`config.mk`:
```
export PLATFORM = sky130hd
export DESIGN_NAME = t1ad_alarm_top
export DESIGN_NICKNAME = d
export VERILOG_FILES = /design/src/verilog/t1ad_pkg.sv /design/src/verilog/t1ad_alarm_top.sv /design/src/verilog/t1ad_win_cnt.sv /design/src/verilog/t1ad_loop_det.sv
export SDC_FILE = /design/constraint.sdc
export NUM_CORES = 1
export LEC_CHECK = 0
export ABC_AREA = 1
export BUFFER_PORTS_ARGS = -buffer_cell sky130_fd_sc_hd__buf_4
export CAP_MARGIN = 20
export CORE_ASPECT_RATIO = 1.75
export CORE_MARGIN = 2
export CORE_UTILIZATION = 55
export DETAILED_ROUTE_END_ITERATION = 8
export GPL_ROUTABILITY_DRIVEN = 1
export PLACE_DENSITY_LB_ADDON = 0.12
export SYNTH_ARGS = -nofsm -noshare
export SYNTH_HDL_FRONTEND = slang
export SYNTH_HIERARCHICAL = 1
export SYNTH_SLANG_ARGS = --single-unit
```
`constraint.sdc`:
```
create_clock -name clk -period 9.4 [get_ports clk]
set_input_delay 0.94 -clock clk [delete_from_list [all_inputs] [get_ports clk]]
set_output_delay 0.94 -clock clk [all_outputs]
set_load 0.05 [all_outputs]
```
`src/verilog/t1ad_pkg.sv`:
```
// t1 receive alarm detector: shared constants and carrier types.
// assumes a 125 MHz system clock and a framer on the same clock.
package t1ad_pkg;
   // system clock
   localparam int unsigned CLK_HZ = 125_000_000;

   // register offsets on the parallel port
   localparam logic [7:0] ADDR_ALARM_STATUS_ONE = 8'h20;
   localparam logic [7:0] ADDR_IRQ_MASK_ONE     = 8'h16;
   localparam logic [7:0] ADDR_COMMON_CTRL_ONE  = 8'h37;
   localparam logic [7:0] ADDR_COMMON_CTRL_TWO  = 8'h38;
   localparam logic [7:0] ADDR_RX_CONTROL_TWO   = 8'h2c;

   // alarm_status_one bit positions
   localparam int unsigned BIT_LOOP_UP   = 7;
   localparam int unsigned BIT_LOOP_DOWN = 6;
   localparam int unsigned BIT_TXCLK_LOS = 5;
   localparam int unsigned BIT_RX_SLIP   = 4;
   localparam int unsigned BIT_RX_AIS    = 3;
   localparam int unsigned BIT_RX_REMOTE = 2;
   localparam int unsigned BIT_RX_SIGLOS = 1;
   localparam int unsigned BIT_RX_SYNCLS = 0;

   // control bit positions
   localparam int unsigned BIT_TXCLK_PIN_EN = 6; // common_control_one
   localparam int unsigned BIT_REMOTE_LOOP  = 4; // common_control_one
   localparam int unsigned BIT_ESF_MODE     = 3; // common_control_two
   localparam int unsigned BIT_YEL_F12      = 2; // rx_control_two

   // reset values
   localparam logic [7:0] RST_BYTE = 8'h00;

   // timing: times in their own unit, counts derived
   localparam int unsigned BLUE_WIN_MS  = 3;
   localparam int unsigned BLUE_WIN_CYC = (CLK_HZ / 1000) * BLUE_WIN_MS;
   localparam int unsigned LOOP_INT_MS  = 48;
   localparam int unsigned LOOP_INT_CYC = (CLK_HZ / 1000) * LOOP_INT_MS;
   localparam int unsigned CHAN_BITS    = 8;   // one channel time, in rx bits

   // alarm criteria
   localparam int unsigned AIS_MAX_ZEROS = 5;
   localparam int unsigned BIT2_WIN      = 256;
   localparam int unsigned BIT2_MIN_ZERO = 254;
   localparam int unsigned ESF_RUN       = 16;
   localparam int unsigned ESF_WIN       = 16;
   localparam int unsigned ESF_CLR_MAX   = 14;
   localparam logic [15:0] ESF_YEL_WORD  = 16'h00ff;
   localparam int unsigned RED_ZEROS     = 192;
   localparam int unsigned RED_CLR_WIN   = 112;
   localparam int unsigned RED_CLR_ONES  = 14;
   localparam int unsigned LOOP_UP_LEN   = 5;
   localparam int unsigned LOOP_DN_LEN   = 3;

   // framer side indications
   typedef struct packed {
      logic        sync_loss;
      logic        slip;
      logic        bit2_vld;
      logic        bit2;
      logic        fbit12_vld;
      logic        fbit12;
      logic        fdl_vld;
      logic [15:0] fdl_word;
   } t1ad_frm_t;

   // host parallel port request
   typedef struct packed {
      logic       cs;
      logic       wr;
      logic       rd;
      logic [7:0] addr;
      logic [7:0] wdata;
   } t1ad_host_t;
endpackage

```
`src/verilog/t1ad_alarm_top.sv`:
```
// t1 receive alarm and status detection with its status/control registers.
// assumes rx line bits and framer indications arrive on clk with a bit strobe.
//
// Notes on behaviour
// - loop-down flag set while repeating 001 code is received
// - tx clock loss flagged after one channel time without tx clock edges
// - tx clock loss pin driven high when enabled by control bit
// - blue alarm set when five or fewer zeros arrive in 3 ms
// - blue alarm cleared when six or more zeros arrive in 3 ms
// - bit-2 yellow set when bit 2 zero in 254 of 256 channels
// - bit-2 yellow cleared when bit 2 zero in under 254 of 256
// - f12 yellow set after two ones, cleared after two zeros
// - esf yellow set after sixteen consecutive 00ff data link words
// - esf yellow cleared when at most fourteen of sixteen words match
// - red alarm set after 192 consecutive zeros
// - red alarm cleared on 14 ones in 112 bits from first one
// - loop codes detected framed or unframed at 1e-2 error rate
// - loop code detector integrates over about 48 ms
// - remote loopback returns received line data unchanged, violations kept
// - flags latch until cleared by a status write and reassert while event persists
// - mask write: ones update read copy and clear, zeros hold
// - unmasked flags drive the interrupt output
`timescale 1ns/1ps
`default_nettype none
module t1ad_alarm_top
   import t1ad_pkg::*;
#(
   parameter int unsigned BLUE_CYC = BLUE_WIN_CYC,
   parameter int unsigned LOOP_CYC = LOOP_INT_CYC
) (
   // clock and reset
   input  wire logic       clk,
   input  wire logic       srst,
   // recovered receive line, strobed per bit
   input  wire logic       rx_bit_en,
   input  wire logic       rx_line_pos,
   input  wire logic       rx_line_neg,
   // transmit line clock pin
   input  wire logic       tx_line_clock,
   // transmit data from the transmitter
   input  wire logic       tx_data_pos,
   input  wire logic       tx_data_neg,
   // framer indications
   input  wire t1ad_frm_t  frm,
   // parallel host port
   input  wire t1ad_host_t host,
   output logic [7:0]      rdata,
   // line out and pins
   output logic            line_tx_pos,
   output logic            line_tx_neg,
   output logic            tx_clock_loss_pin,
   output logic            irq_out_one
);
   // ---------------- registers ----------------
   logic [7:0] latch_ff, nxt_latch;
   logic [7:0] copy_ff, nxt_copy;
   logic [7:0] irq_mask_one_ff, nxt_irq_mask_one;
   logic [7:0] common_control_one_ff, nxt_common_control_one;
   logic [7:0] common_control_two_ff, nxt_common_control_two;
   logic [7:0] rx_control_two_ff, nxt_rx_control_two;
   logic [7:0] rdata_ff, nxt_rdata;
   logic [7:0] events;
   logic       wr_stat;

   // ---------------- line data ----------------
   logic rx_one;
   logic rx_zero;
   assign rx_one  = rx_line_pos | rx_line_neg;
   assign rx_zero = ~rx_one;

   // ---------------- loop codes ----------------
   logic loop_up_det;
   logic loop_dn_det;

   t1ad_loop_det #(.P(LOOP_UP_LEN), .INT_CYC(LOOP_CYC)) u_loop_up (
      .clk    (clk),
      .srst   (srst),
      .bit_en (rx_bit_en),
      .bit_in (rx_one),
      .det    (loop_up_det)
   );

   t1ad_loop_det #(.P(LOOP_DN_LEN), .INT_CYC(LOOP_CYC)) u_loop_dn (
      .clk    (clk),
      .srst   (srst),
      .bit_en (rx_bit_en),
      .bit_in (rx_one),
      .det    (loop_dn_det)
   );

   // ---------------- tx clock loss ----------------
   logic       tck_s1_ff, tck_s2_ff, tck_s3_ff;
   logic [3:0] tck_idle_ff, nxt_tck_idle;
   logic       tx_clock_loss_flag_ff, nxt_tx_clock_loss_flag;
   logic       tck_edge;

   // third stage only feeds the edge compare, never the first
   assign tck_edge = tck_s2_ff ^ tck_s3_ff;

   always_comb begin
      nxt_tck_idle = tck_idle_ff;
      nxt_tx_clock_loss_flag     = tx_clock_loss_flag_ff;
      if (tck_edge) begin
         nxt_tck_idle = 4'h0;
         nxt_tx_clock_loss_flag     = 1'b0;
      end else if (rx_bit_en) begin
         // timed in receive bits, so it still works with no tx clock at all
         if (tck_idle_ff == 4'(CHAN_BITS - 1)) begin
            nxt_tx_clock_loss_flag = 1'b1;
         end else begin
            nxt_tck_idle = tck_idle_ff + 4'h1;
         end
      end
   end

   always_ff @(posedge clk) begin
      if (srst) begin
         tck_s1_ff   <= 1'b0;
         tck_s2_ff   <= 1'b0;
         tck_s3_ff   <= 1'b0;
         tck_idle_ff <= 4'h0;
         tx_clock_loss_flag_ff     <= 1'b0;
      end else begin
         tck_s1_ff   <= tx_line_clock;
         tck_s2_ff   <= tck_s1_ff;
         tck_s3_ff   <= tck_s2_ff;
         tck_idle_ff <= nxt_tck_idle;
         tx_clock_loss_flag_ff     <= nxt_tx_clock_loss_flag;
      end
   end

   // ---------------- blue alarm ----------------
   logic        blue_done;
   logic [15:0] blue_cnt;
   logic        ais_ff, nxt_ais;

   t1ad_win_cnt #(.LEN(BLUE_CYC), .CW(16)) u_blue_win (
      .clk   (clk),
      .srst  (srst),
      .run   (1'b1),
      .tick  (1'b1),
      .hit   (rx_bit_en & rx_zero),
      .done  (blue_done),
      .count (blue_cnt)
   );

   always_comb begin
      nxt_ais = ais_ff;
      if (blue_done) begin
         nxt_ais = (blue_cnt <= 16'(AIS_MAX_ZEROS));
      end
   end

   // ---------------- yellow alarm ----------------
   logic       b2_done;
   logic [8:0] b2_cnt;
   logic       esf_done;
   logic [4:0] esf_cnt;
   logic [4:0] esf_run_ff, nxt_esf_run;
   logic       f12_prev_ff, nxt_f12_prev;
   logic       yel_ff, nxt_yel;
   logic       esf_mode;
   logic       fdl_match;

   assign esf_mode  = common_control_two_ff[BIT_ESF_MODE];
   assign fdl_match = frm.fdl_word == ESF_YEL_WORD;

   t1ad_win_cnt #(.LEN(BIT2_WIN), .CW(9)) u_bit2_win (
      .clk   (clk),
      .srst  (srst),
      .run   (1'b1),
      .tick  (frm.bit2_vld),
      .hit   (~frm.bit2),
      .done  (b2_done),
      .count (b2_cnt)
   );

   t1ad_win_cnt #(.LEN(ESF_WIN), .CW(5)) u_esf_win (
      .clk   (clk),
      .srst  (srst),
      .run   (1'b1),
      .tick  (frm.fdl_vld),
      .hit   (fdl_match),
      .done  (esf_done),
      .count (esf_cnt)
   );

   always_comb begin
      nxt_yel      = yel_ff;
      nxt_esf_run  = esf_run_ff;
      nxt_f12_prev = f12_prev_ff;
      if (frm.fdl_vld) begin
         nxt_esf_run = fdl_match ? ((esf_run_ff == 5'(ESF_RUN)) ? esf_run_ff : esf_run_ff + 5'h01) : 5'h00;
      end
      if (frm.fbit12_vld) begin
         nxt_f12_prev = frm.fbit12;
      end
      if (esf_mode) begin
         if (nxt_esf_run == 5'(ESF_RUN)) begin
            nxt_yel = 1'b1;
         end else if (esf_done && esf_cnt <= 5'(ESF_CLR_MAX)) begin
            nxt_yel = 1'b0;
         end
      end else if (rx_control_two_ff[BIT_YEL_F12]) begin
         if (frm.fbit12_vld && frm.fbit12 == f12_prev_ff) begin
            nxt_yel = frm.fbit12;
         end
      end else if (b2_done) begin
         nxt_yel = (b2_cnt >= 9'(BIT2_MIN_ZERO));
      end
   end

   // ---------------- red alarm ----------------
   logic       red_done;
   logic [6:0] red_cnt;
   logic [7:0] zrun_ff, nxt_zrun;
   logic       rcl_ff, nxt_rcl;
   logic       armed_ff, nxt_armed;
   logic       red_start;

   // the first one opens the window and is counted in it
   assign red_start = rcl_ff & ~armed_ff & rx_bit_en & rx_one;

   t1ad_win_cnt #(.LEN(RED_CLR_WIN), .CW(7)) u_red_win (
      .clk   (clk),
      .srst  (srst),
      .run   (armed_ff | red_start),
      .tick  (rx_bit_en),
      .hit   (rx_one),
      .done  (red_done),
      .count (red_cnt)
   );

   always_comb begin
      nxt_zrun  = zrun_ff;
      nxt_rcl   = rcl_ff;
      nxt_armed = armed_ff | red_start;
      if (rx_bit_en) begin
         if (rx_one) begin
            nxt_zrun = 8'h00;
         end else if (zrun_ff == 8'(RED_ZEROS - 1)) begin
            nxt_rcl = 1'b1;
         end else begin
            nxt_zrun = zrun_ff + 8'h01;
         end
      end
      if (red_done) begin
         nxt_armed = 1'b0;
         if (red_cnt >= 7'(RED_CLR_ONES)) begin
            nxt_rcl = 1'b0;
         end
      end
   end

   always_ff @(posedge clk) begin
      if (srst) begin
         ais_ff      <= 1'b0;
         yel_ff      <= 1'b0;
         esf_run_ff  <= 5'h00;
         f12_prev_ff <= 1'b0;
         zrun_ff     <= 8'h00;
         rcl_ff      <= 1'b0;
         armed_ff    <= 1'b0;
      end else begin
         ais_ff      <= nxt_ais;
         yel_ff      <= nxt_yel;
         esf_run_ff  <= nxt_esf_run;
         f12_prev_ff <= nxt_f12_prev;
         zrun_ff     <= nxt_zrun;
         rcl_ff      <= nxt_rcl;
         armed_ff    <= nxt_armed;
      end
   end

   // ---------------- status, control, port ----------------
   always_comb begin
      events                = 8'h00;
      events[BIT_LOOP_UP]   = loop_up_det;
      events[BIT_LOOP_DOWN] = loop_dn_det;
      events[BIT_TXCLK_LOS] = tx_clock_loss_flag_ff;
      events[BIT_RX_SLIP]   = frm.slip;
      events[BIT_RX_AIS]    = ais_ff;
      events[BIT_RX_REMOTE] = yel_ff;
      events[BIT_RX_SIGLOS] = rcl_ff;
      events[BIT_RX_SYNCLS] = frm.sync_loss;
   end

   assign wr_stat = host.cs & host.wr & (host.addr == ADDR_ALARM_STATUS_ONE);

   always_comb begin
      nxt_irq_mask_one       = irq_mask_one_ff;
      nxt_common_control_one = common_control_one_ff;
      nxt_common_control_two = common_control_two_ff;
      nxt_rx_control_two     = rx_control_two_ff;
      nxt_copy               = copy_ff;
      // a same-cycle event beats the clear
      nxt_latch              = (latch_ff & ~(wr_stat ? host.wdata : 8'h00)) | events;
      if (wr_stat) begin
         nxt_copy = (copy_ff & ~host.wdata) | (latch_ff & host.wdata);
      end
      if (host.cs && host.wr) begin
         case (host.addr)
            ADDR_IRQ_MASK_ONE:    nxt_irq_mask_one = host.wdata;
            ADDR_COMMON_CTRL_ONE: nxt_common_control_one = host.wdata;
            ADDR_COMMON_CTRL_TWO: nxt_common_control_two = host.wdata;
            ADDR_RX_CONTROL_TWO:  nxt_rx_control_two = host.wdata;
            default:              nxt_irq_mask_one = irq_mask_one_ff;
         endcase
      end
      nxt_rdata = rdata_ff;
      if (host.cs && host.rd) begin
         case (host.addr)
            ADDR_ALARM_STATUS_ONE: nxt_rdata = copy_ff;
            ADDR_IRQ_MASK_ONE:     nxt_rdata = irq_mask_one_ff;
            ADDR_COMMON_CTRL_ONE:  nxt_rdata = common_control_one_ff;
            ADDR_COMMON_CTRL_TWO:  nxt_rdata = common_control_two_ff;
            ADDR_RX_CONTROL_TWO:   nxt_rdata = rx_control_two_ff;
            default:               nxt_rdata = 8'h00;
         endcase
      end
   end

   always_ff @(posedge clk) begin
      if (srst) begin
         latch_ff              <= RST_BYTE;
         copy_ff               <= RST_BYTE;
         irq_mask_one_ff       <= RST_BYTE;
         common_control_one_ff <= RST_BYTE;
         common_control_two_ff <= RST_BYTE;
         rx_control_two_ff     <= RST_BYTE;
         rdata_ff              <= RST_BYTE;
      end else begin
         latch_ff              <= nxt_latch;
         copy_ff               <= nxt_copy;
         irq_mask_one_ff       <= nxt_irq_mask_one;
         common_control_one_ff <= nxt_common_control_one;
         common_control_two_ff <= nxt_common_control_two;
         rx_control_two_ff     <= nxt_rx_control_two;
         rdata_ff              <= nxt_rdata;
      end
   end

   // ---------------- outputs ----------------
   logic tx_pos_ff, tx_neg_ff, tcl_pin_ff, irq_ff;

   always_ff @(posedge clk) begin
      if (srst) begin
         tx_pos_ff  <= 1'b0;
         tx_neg_ff  <= 1'b0;
         tcl_pin_ff <= 1'b0;
         irq_ff     <= 1'b0;
      end else begin
         // loopback keeps both rails so violations go back as received
         tx_pos_ff  <= common_control_one_ff[BIT_REMOTE_LOOP] ? rx_line_pos : tx_data_pos;
         tx_neg_ff  <= common_control_one_ff[BIT_REMOTE_LOOP] ? rx_line_neg : tx_data_neg;
         tcl_pin_ff <= common_control_one_ff[BIT_TXCLK_PIN_EN] & tx_clock_loss_flag_ff;
         irq_ff     <= |(latch_ff & irq_mask_one_ff);
      end
   end

   assign rdata             = rdata_ff;
   assign line_tx_pos       = tx_pos_ff;
   assign line_tx_neg       = tx_neg_ff;
   assign tx_clock_loss_pin = tcl_pin_ff;
   assign irq_out_one       = irq_ff;
endmodule
`default_nettype wire

```
`src/verilog/t1ad_win_cnt.sv`:
```
// fixed-length window counter: counts hits over len ticks.
// assumes tick and hit come from logic on clk.
`timescale 1ns/1ps
`default_nettype none
module t1ad_win_cnt
   import t1ad_pkg::*;
#(
   parameter int unsigned LEN = 256,
   parameter int unsigned CW  = 16
) (
   // clock and reset
   input  wire logic          clk,
   input  wire logic          srst,
   // window control
   input  wire logic          run,
   input  wire logic          tick,
   input  wire logic          hit,
   // result
   output logic               done,
   output logic [CW-1:0]      count
);
   localparam logic [31:0] LAST = 32'(LEN - 1);

   logic [31:0]   pos_ff, nxt_pos;
   logic [CW-1:0] cnt_ff, nxt_cnt;
   logic          done_ff, nxt_done;
   logic [CW-1:0] cnt_ff_out, nxt_cnt_out;

   always_comb begin
      nxt_pos     = pos_ff;
      nxt_cnt     = cnt_ff;
      nxt_done    = 1'b0;
      nxt_cnt_out = cnt_ff_out;
      if (!run) begin
         nxt_pos = '0;
         nxt_cnt = '0;
      end else if (tick) begin
         if (pos_ff == LAST) begin
            nxt_done    = 1'b1;
            nxt_cnt_out = cnt_ff + CW'(hit);
            nxt_pos     = '0;
            nxt_cnt     = '0;
         end else begin
            nxt_pos = pos_ff + 32'd1;
            nxt_cnt = cnt_ff + CW'(hit);
         end
      end
   end

   always_ff @(posedge clk) begin
      if (srst) begin
         pos_ff     <= '0;
         cnt_ff     <= '0;
         done_ff    <= 1'b0;
         cnt_ff_out <= '0;
      end else begin
         pos_ff     <= nxt_pos;
         cnt_ff     <= nxt_cnt;
         done_ff    <= nxt_done;
         cnt_ff_out <= nxt_cnt_out;
      end
   end

   assign done  = done_ff;
   assign count = cnt_ff_out;
endmodule
`default_nettype wire

```
`src/verilog/t1ad_loop_det.sv`:
```
// repeating loop code detector: one '1' in every len-bit window.
// integrates over a fixed cycle count, tolerant of scattered bit errors.
`timescale 1ns/1ps
`default_nettype none
module t1ad_loop_det
   import t1ad_pkg::*;
#(
   parameter int unsigned P       = 5,
   parameter int unsigned INT_CYC = LOOP_INT_CYC
) (
   // clock and reset
   input  wire logic clk,
   input  wire logic srst,
   // received bits
   input  wire logic bit_en,
   input  wire logic bit_in,
   // detection level
   output logic      det
);
   localparam logic [31:0] LAST = 32'(INT_CYC - 1);

   logic [P-1:0] sh_ff, nxt_sh;
   logic [31:0]  tim_ff, nxt_tim;
   logic [31:0]  bits_ff, nxt_bits;
   logic [31:0]  bad_ff, nxt_bad;
   logic         det_ff, nxt_det;
   logic [7:0]   ones;

   always_comb begin
      nxt_sh = bit_en ? {sh_ff[P-2:0], bit_in} : sh_ff;
      ones   = 8'h00;
      for (int i = 0; i < P; i++) begin
         ones = ones + 8'(nxt_sh[i]);
      end
      nxt_tim  = tim_ff + 32'd1;
      nxt_bits = bits_ff + 32'(bit_en);
      nxt_bad  = bad_ff + 32'(bit_en && ones != 8'h01);
      nxt_det  = det_ff;
      if (tim_ff == LAST) begin
         // fewer than one bad window in eight covers 1e-2 errors smeared over p windows
         nxt_det  = (bits_ff != 32'd0) && ({bad_ff[28:0], 3'b000} < bits_ff);
         nxt_tim  = '0;
         nxt_bits = '0;
         nxt_bad  = '0;
      end
   end

   always_ff @(posedge clk) begin
      if (srst) begin
         sh_ff   <= '0;
         tim_ff  <= '0;
         bits_ff <= '0;
         bad_ff  <= '0;
         det_ff  <= 1'b0;
      end else begin
         sh_ff   <= nxt_sh;
         tim_ff  <= nxt_tim;
         bits_ff <= nxt_bits;
         bad_ff  <= nxt_bad;
         det_ff  <= nxt_det;
      end
   end

   assign det = det_ff;
endmodule
`default_nettype wire

```
==> run_results.csv, run 1 <==
group,metric,value,unit
timing,finalSetupTns,0,ns
clocking,htreeDepth,2,
power,total_power,4100,uW
timing,finClkSkew,0.0267,ns
clocking,insertion_delay,0.58,ns
clocking,cts_resized,0,
critical_path,setup.worst_path.end_class,"flip-flop",
finish,area_growth,8.82,%
finish,utilization,0.601,
detailed_routing,vias,25800,
power,leakage,0.0109,uW
finish,final-seq-area,9710,sq um
detailed_routing,drt_iter0_markers,1309,
placed_design,hpwl,54900,microns
finish,nNetsFinal,4315,
critical_path,critical_path.most_common_cell,"inv_1",
critical_path,required,9.91,ns
timing,period_share,0.514,
floorplan,coreArea,49300,sq um
finish,drive_gt1_frac,0.0759,
critical_path,crit_arrival,5.35,ns
placed_design,placed_cells,4783,
clocking,ctsLongestPathBuffers,3,
global_routing,overflow,0,
detailed_routing,via_per_inst,5.31,
synthesis,netlist_area,27300,sq um
floorplan,die_h,299,microns
timing,finalHoldViolCount,0,
floorplan,num_rows,108,
placed_design,gp_congestion,0.966,
critical_path,path_buf_inv,7,
power,power_per_cell_area,138,nW/um^2
clocking,clk_pin_slew,0.06,ns
critical_path,cp_cell_sequence,"buf_4 > nor2_1 > inv_1 > nand2_1 > nand2_1 > ha_1 > inv_1 > fa_1 > inv_1 > ha_1 > fa_1 > o31ai_1 > inv_1 > ha_1 > ha_1 > inv_1 > nor2_1 > inv_1 > nor2_2 > nand3_1 > or2_2 > a21oi_1",
timing,worst_slew_pin_slew,1.08,ns
clocking,cts_buffers,47,
critical_path,slowest_stage,"nor2_1",
clocking,post_cts.repair.setup_buffers,0,
timing,min_period,4.84,ns
run_status,status,"finished, final reports clean",
detailed_routing,drt-pass1-iter-count,6,
clocking,cts_hold_buf,0,
global_routing,antenna_found_initial,0,
synthesis,syn_inst,4115,
floorplan,initial_core_util,0.553,
floorplan,dieWidth,172,microns
global_routing,first_global_vias,25300,
timing,max_clock_freq,0.207,GHz
critical_path,path_max_fanout,5,
run,maxCapViolCount,0,
synthesis,syn_avg_cell_area,6.62,sq um
detailed_routing,drc_errors,0,
global_routing,grt_max_degree,91,
detailed_routing,ant_nets,0,
placed_design,numPortBuffers,61,
finish,multiInputGateArea,15400,sq um
finish,final_cells,4861,
finish,fillers,4935,
critical_path,cp_top_family,"adder cells",
timing,holdWs,0.454,ns
hold_path,min_path_type,"reg2reg",
clocking,cts_sinks,485,
critical_path,critPathMaxStageDelay,0.55,ns
detailed_routing,wirelength,72000,microns
power,max-vdd-ir-drop,169,uV
critical_path,cp-start-kind,"primary input",
timing,max-slew-margin-rel,0.282,
timing,rsz0062_at_grt,"no",
clocking,cts_tree,"yes",
detailed_routing,wire_per_inst,14.8,microns
floorplan,io-pin-count,62,
clocking,cts_root_buf,"clkbuf_16",
finish,diodes,0,
timing,finalSetupViolations,0,
synthesis,yosysWarnings,6,
global_routing,grtUsageTotal,0.280,
timing,maxSlewViolCount,0,
floorplan,dieArea,51400,sq um
global_routing,grt_pass1_wl,118000,microns
critical_path,path_class,"in2reg",
flip-flops by register name, summed over array words and instances (netlist names), 8 cells and up, named ones only:
register / flops
rdata: 8
rx_control_two_ff: 8
common_control_one_ff: 8
u_bit2_win/cnt_ff: 9
irq_mask_one_ff: 8
u_loop_dn/bits_ff: 32
u_bit2_win/pos_ff: 32
u_loop_up/tim_ff: 32
u_blue_win/pos_ff: 32
u_loop_dn/tim_ff: 32
u_esf_win/pos_ff: 32
u_loop_up/bad_ff: 29
zrun_ff: 8
u_bit2_win/count: 8
u_loop_dn/bad_ff: 29
u_red_win/pos_ff: 32
latch_ff: 8
common_control_two_ff: 8
u_blue_win/count: 15
u_loop_up/bits_ff: 32
u_blue_win/cnt_ff: 16
power by group:
part	leakage (uW)	internal [uW]	switching, uW
sequential	0.00391	2070	13.4
combinational	0.00626	52.6	121
clock	0.000726	1020	827
metal layers:
layer / wire length (microns) / share of wire / up-vias / global-route usage
met5: 0 / 0 / - / 0
met1: 26300 / 0.37 / 11700 / 0.273
met3: 2270 / 0.031 / 275 / 0.0307
met2: 38500 / 0.53 / 545 / 0.543
met4: 4930 / 0.068 / 0 / 0.182
li1: - / - / 13300 / -
metrics by stage:
| stage | worst slack [ns] | cell area, sq um |
|---|---|---|
| final | 4.56 | 29700 |
| after global routing | 4.29 | 29700 |
| after CTS | 4.52 | 29600 |
| after detailed placement | 3.95 | 28200 |
| after global placement | 3.97 | 28200 |
| after floorplan | 4.92 | 27300 |
final timing paths:
path	from	slack [ns]	cells after the start	endpoint
worst max-delay path	rx_line_neg	4.56	22	u_loop_up/bad_ff[14]
worst min-delay path	u_loop_up/tim_ff[0]	0.45	1	u_loop_up/tim_ff[0]
worst max register to register	u_loop_up/sh_ff[0]	5.64	19	u_loop_up/bad_ff[14]
worst min register to register	u_loop_up/tim_ff[0]	0.45	1	u_loop_up/tim_ff[0]
cells in the final DEF (no fill, tap or decap), types with 4 or more instances in the layout:
cell,instances
nor2_2,32
xor2_1,74
nand2_2,32
or2_0,12
dfxtp_1,485
nand3_1,285
nand3b_1,18
inv_2,14
nor2_1,735
nand3_2,14
o21ai_0,63
nand2_1,1053
a21oi_1,293
o22ai_1,5
a21oi_2,19
a21o_1,4
buf_4,65
ha_1,89
nand2_4,4
clkinv_2,11
a221oi_1,13
nor3_2,8
or2_2,20
conb_1,12
nor4_1,4
a31oi_1,5
inv_1,445
a211oi_1,6
nand4_1,85
clkbuf_1,7
nor2_4,27
xnor2_1,59
clkbuf_16,48
nor3_1,108
clkbuf_8,8
worst reg2reg max path: cells and delay by family (launching register included):
family,cells,cell delay (ns)
adders and majority gates,6,1.86
and+or+nand+nor,6,0.96
AOI/OAI and AO/OA,2,0.18
buffers and inverters,5,0.37
DFF,1,0.31
cell type report:
cell class | count | share of cell area
clock buffer | 63 | 0.0451
clock inverter | 14 | 0.00396
inverter | 463 | 0.0588
multi-input combinational | 3110 | 0.520
sequential | 485 | 0.327
tap | 660 | 0.0278
timing repair buffer | 66 | 0.0174
No activity file was read; power rests on OpenSTA's default activity.
==> run 2, diff against run 1 <==
==> constraint.sdc (replaced) <==
create_clock -name clk -period 4.9 [get_ports clk]
set_input_delay 0.49 -clock clk [delete_from_list [all_inputs] [get_ports clk]]
set_output_delay 0.49 -clock clk [all_outputs]
set_load 0.05 [all_outputs]
==> run_results.csv, run 2 (synthesis results as in run 1) <==
group,metric,value,unit
run_status,status,"finished, final reports clean",
timing,finalSetupTns,0,ns
timing,min_period,3.90,ns
hold_path,min_path_type,"in2reg",
floorplan,die_h,299,microns
floorplan,coreArea,49300,sq um
global_routing,met3_usage,0.0294,
floorplan,dieWidth,172,microns
clocking,ctsLongestPathBuffers,3,
timing,rsz0062_at_grt,"no",
finish,nNetsFinal,4317,
floorplan,initial_core_util,0.553,
clocking,cts_sinks,485,
global_routing,first_global_vias,25200,
finish,area_growth,9.29,%
detailed_routing,wire_per_inst,14.7,microns
finish,final-seq-area,9710,sq um
finish,layout_common_cells,"1053 x nand2_1, 735 x nor2_1, 485 x dfxtp_1",
clocking,cts_tree,"yes",
timing,max-slew-margin-rel,0.276,
placed_design,placed_cell_area,28200,sq um
detailed_routing,wirelength,71700,microns
placed_design,pre_cts_ws,0.399,ns
power,pwr-share-comb,0.041,
clocking,cts_hold_buf,0,
timing,setup_ws,1.00,ns
floorplan,dieArea,51400,sq um
placed_design,hpwl,54900,microns
detailed_routing,via_per_inst,5.36,
detailed_routing,vias,26100,
clocking,post_cts.repair.setup_buffers,0,
timing,maxSlewViolCount,0,
finish,diodes,0,
finish,drive_gt1_frac,0.0789,
global_routing,antenna_found_initial,0,
power,total_power,8080,uW
critical_path,path_max_fanout,5,
global_routing,grtUsageMet1,0.271,
finish,multiInputGateArea,15400,sq um
detailed_routing,drt-pass1-iter-count,6,
power,p_int,6220,uW
finish,utilization,0.604,
timing,finalHoldViolCount,0,
clocking,cts_resized,0,
global_routing,grt_pass1_wl,117000,microns
clocking,htreeDepth,2,
timing,max_clock_freq,0.256,GHz
timing,finalSetupViolations,0,
finish,fillers,4926,
detailed_routing,drt_iter0_markers,1429,
detailed_routing,drc_errors,0,
global_routing,overflow,0,
floorplan,io-pin-count,62,
power,p_switching,1860,uW
power,clkPwrFrac,0.465,
power,power_per_cell_area,271,nW/um^2
finish,fin_area,29800,sq um
finish,final_common_cell,"nand2_1",
clocking,cts_root_buf,"clkbuf_16",
power,sw_frac_of_total,0.230,
critical_path,path_class,"in2reg",
detailed_routing,ant_nets,0,
power,seq_power_share,0.495,
global_routing,use_met2,0.533,
critical_path,setup.worst_path.end_class,"flip-flop",
floorplan,num_rows,108,
global_routing,grtUsageTotal,0.278,
critical_path,required,5.39,ns
clocking,clk_pin_slew,0.06,ns
global_routing,grt-busiest-layer,"met2",
placed_design,gp_congestion,0.971,
timing,period_share,0.796,
clocking,cts_buffers,47,
placed_design,numPortBuffers,61,
critical_path,cp-start-kind,"primary input",
power,leakage,0.0110,uW
clocking,insertion_delay,0.59,ns
power,max-vdd-ir-drop,262,uV
global_routing,grt_max_degree,91,
critical_path,crit_arrival,4.39,ns
timing,finClkSkew,0.0255,ns
timing,worst_slew_pin_slew,1.09,ns
run,maxCapViolCount,0,
[run 2: cell types whose count changed in the layout (fill, tap and decap cells not counted)]
| cell | previous run | this run |
|---|---|---|
| clkbuf_1 | 7 | 3 |
| clkinv_4 | 2 | 0 |
| buf_4 | 65 | 68 |
| clkinv_2 | 11 | 16 |
| clkbuf_8 | 8 | 10 |
| bufinv_16 | 1 | 4 |
| buf_16 | 1 | 0 |
| clkinvlp_4 | 0 | 3 |
[run 2: per-layer routing]
layer  wire, microns  share of wire
met1           26200           0.36
met2           37800           0.53
met4            5500          0.077
met5               0              0
met3            2240          0.031
[run 2: path summary, 6_finish.rpt]
check,startpoint,to,slack (ns),depth (start not counted)
hold reg to reg,u_loop_up/tim_ff[0],u_loop_up/tim_ff[0],0.45,1
setup / recovery,rx_line_neg,u_loop_up/bad_ff[14],1.00,23
hold / removal,frm[18],f12_prev_ff,0.11,2
setup reg to reg,u_loop_up/sh_ff[0],u_loop_up/bad_ff[14],1.14,19
[run 2: final cells by class]
cell class | count | area share
clock inverter | 23 | 0.00798
inverter | 463 | 0.0585
multi-input combinational | 3110 | 0.517
timing repair buffer | 68 | 0.0171
sequential | 485 | 0.326
clock buffer | 61 | 0.0453
tap | 660 | 0.0277
[run 2: worst max-delay path: stages]
cell and delay, ns:
buf_4 0.11, nor2_1 0.12, buf_4 0.19, inv_1 0.08, nand2_1 0.09, nand2_1 0.06
ha_1 0.27, inv_1 0.04, fa_1 0.47, inv_1 0.04, ha_1 0.19, fa_1 0.48
o31ai_1 0.07, inv_1 0.06, ha_1 0.23, ha_1 0.20, inv_1 0.08, nor2_1 0.22
inv_1 0.12, nor2_2 0.20, nand3_1 0.12, or2_2 0.29, a21oi_1 0.12
[run 2: power groups by stage]
| stage | registers [uW] | clock network [uW] | logic, uW |
|---|---|---|---|
| 2_1_floorplan | 4090 | 0 | 206 |
| 3_3_place_gp | 4080 | 0 | 326 |
| 3_5_place_dp | 4090 | 0 | 330 |
| 4_1_cts | 4000 | 3850 | 331 |
| 5_1_grt | 4000 | 3990 | 365 |
| 6_report | 4000 | 3760 | 329 |
[run 2: metrics by stage]
stage	hold WS, ns	instances
CTS	0.0843	4870
floorplan	0.388	4126
finish	0.111	4870
global placement	0.431	4786
detailed placement	0.441	4786
global route	0.101	4870
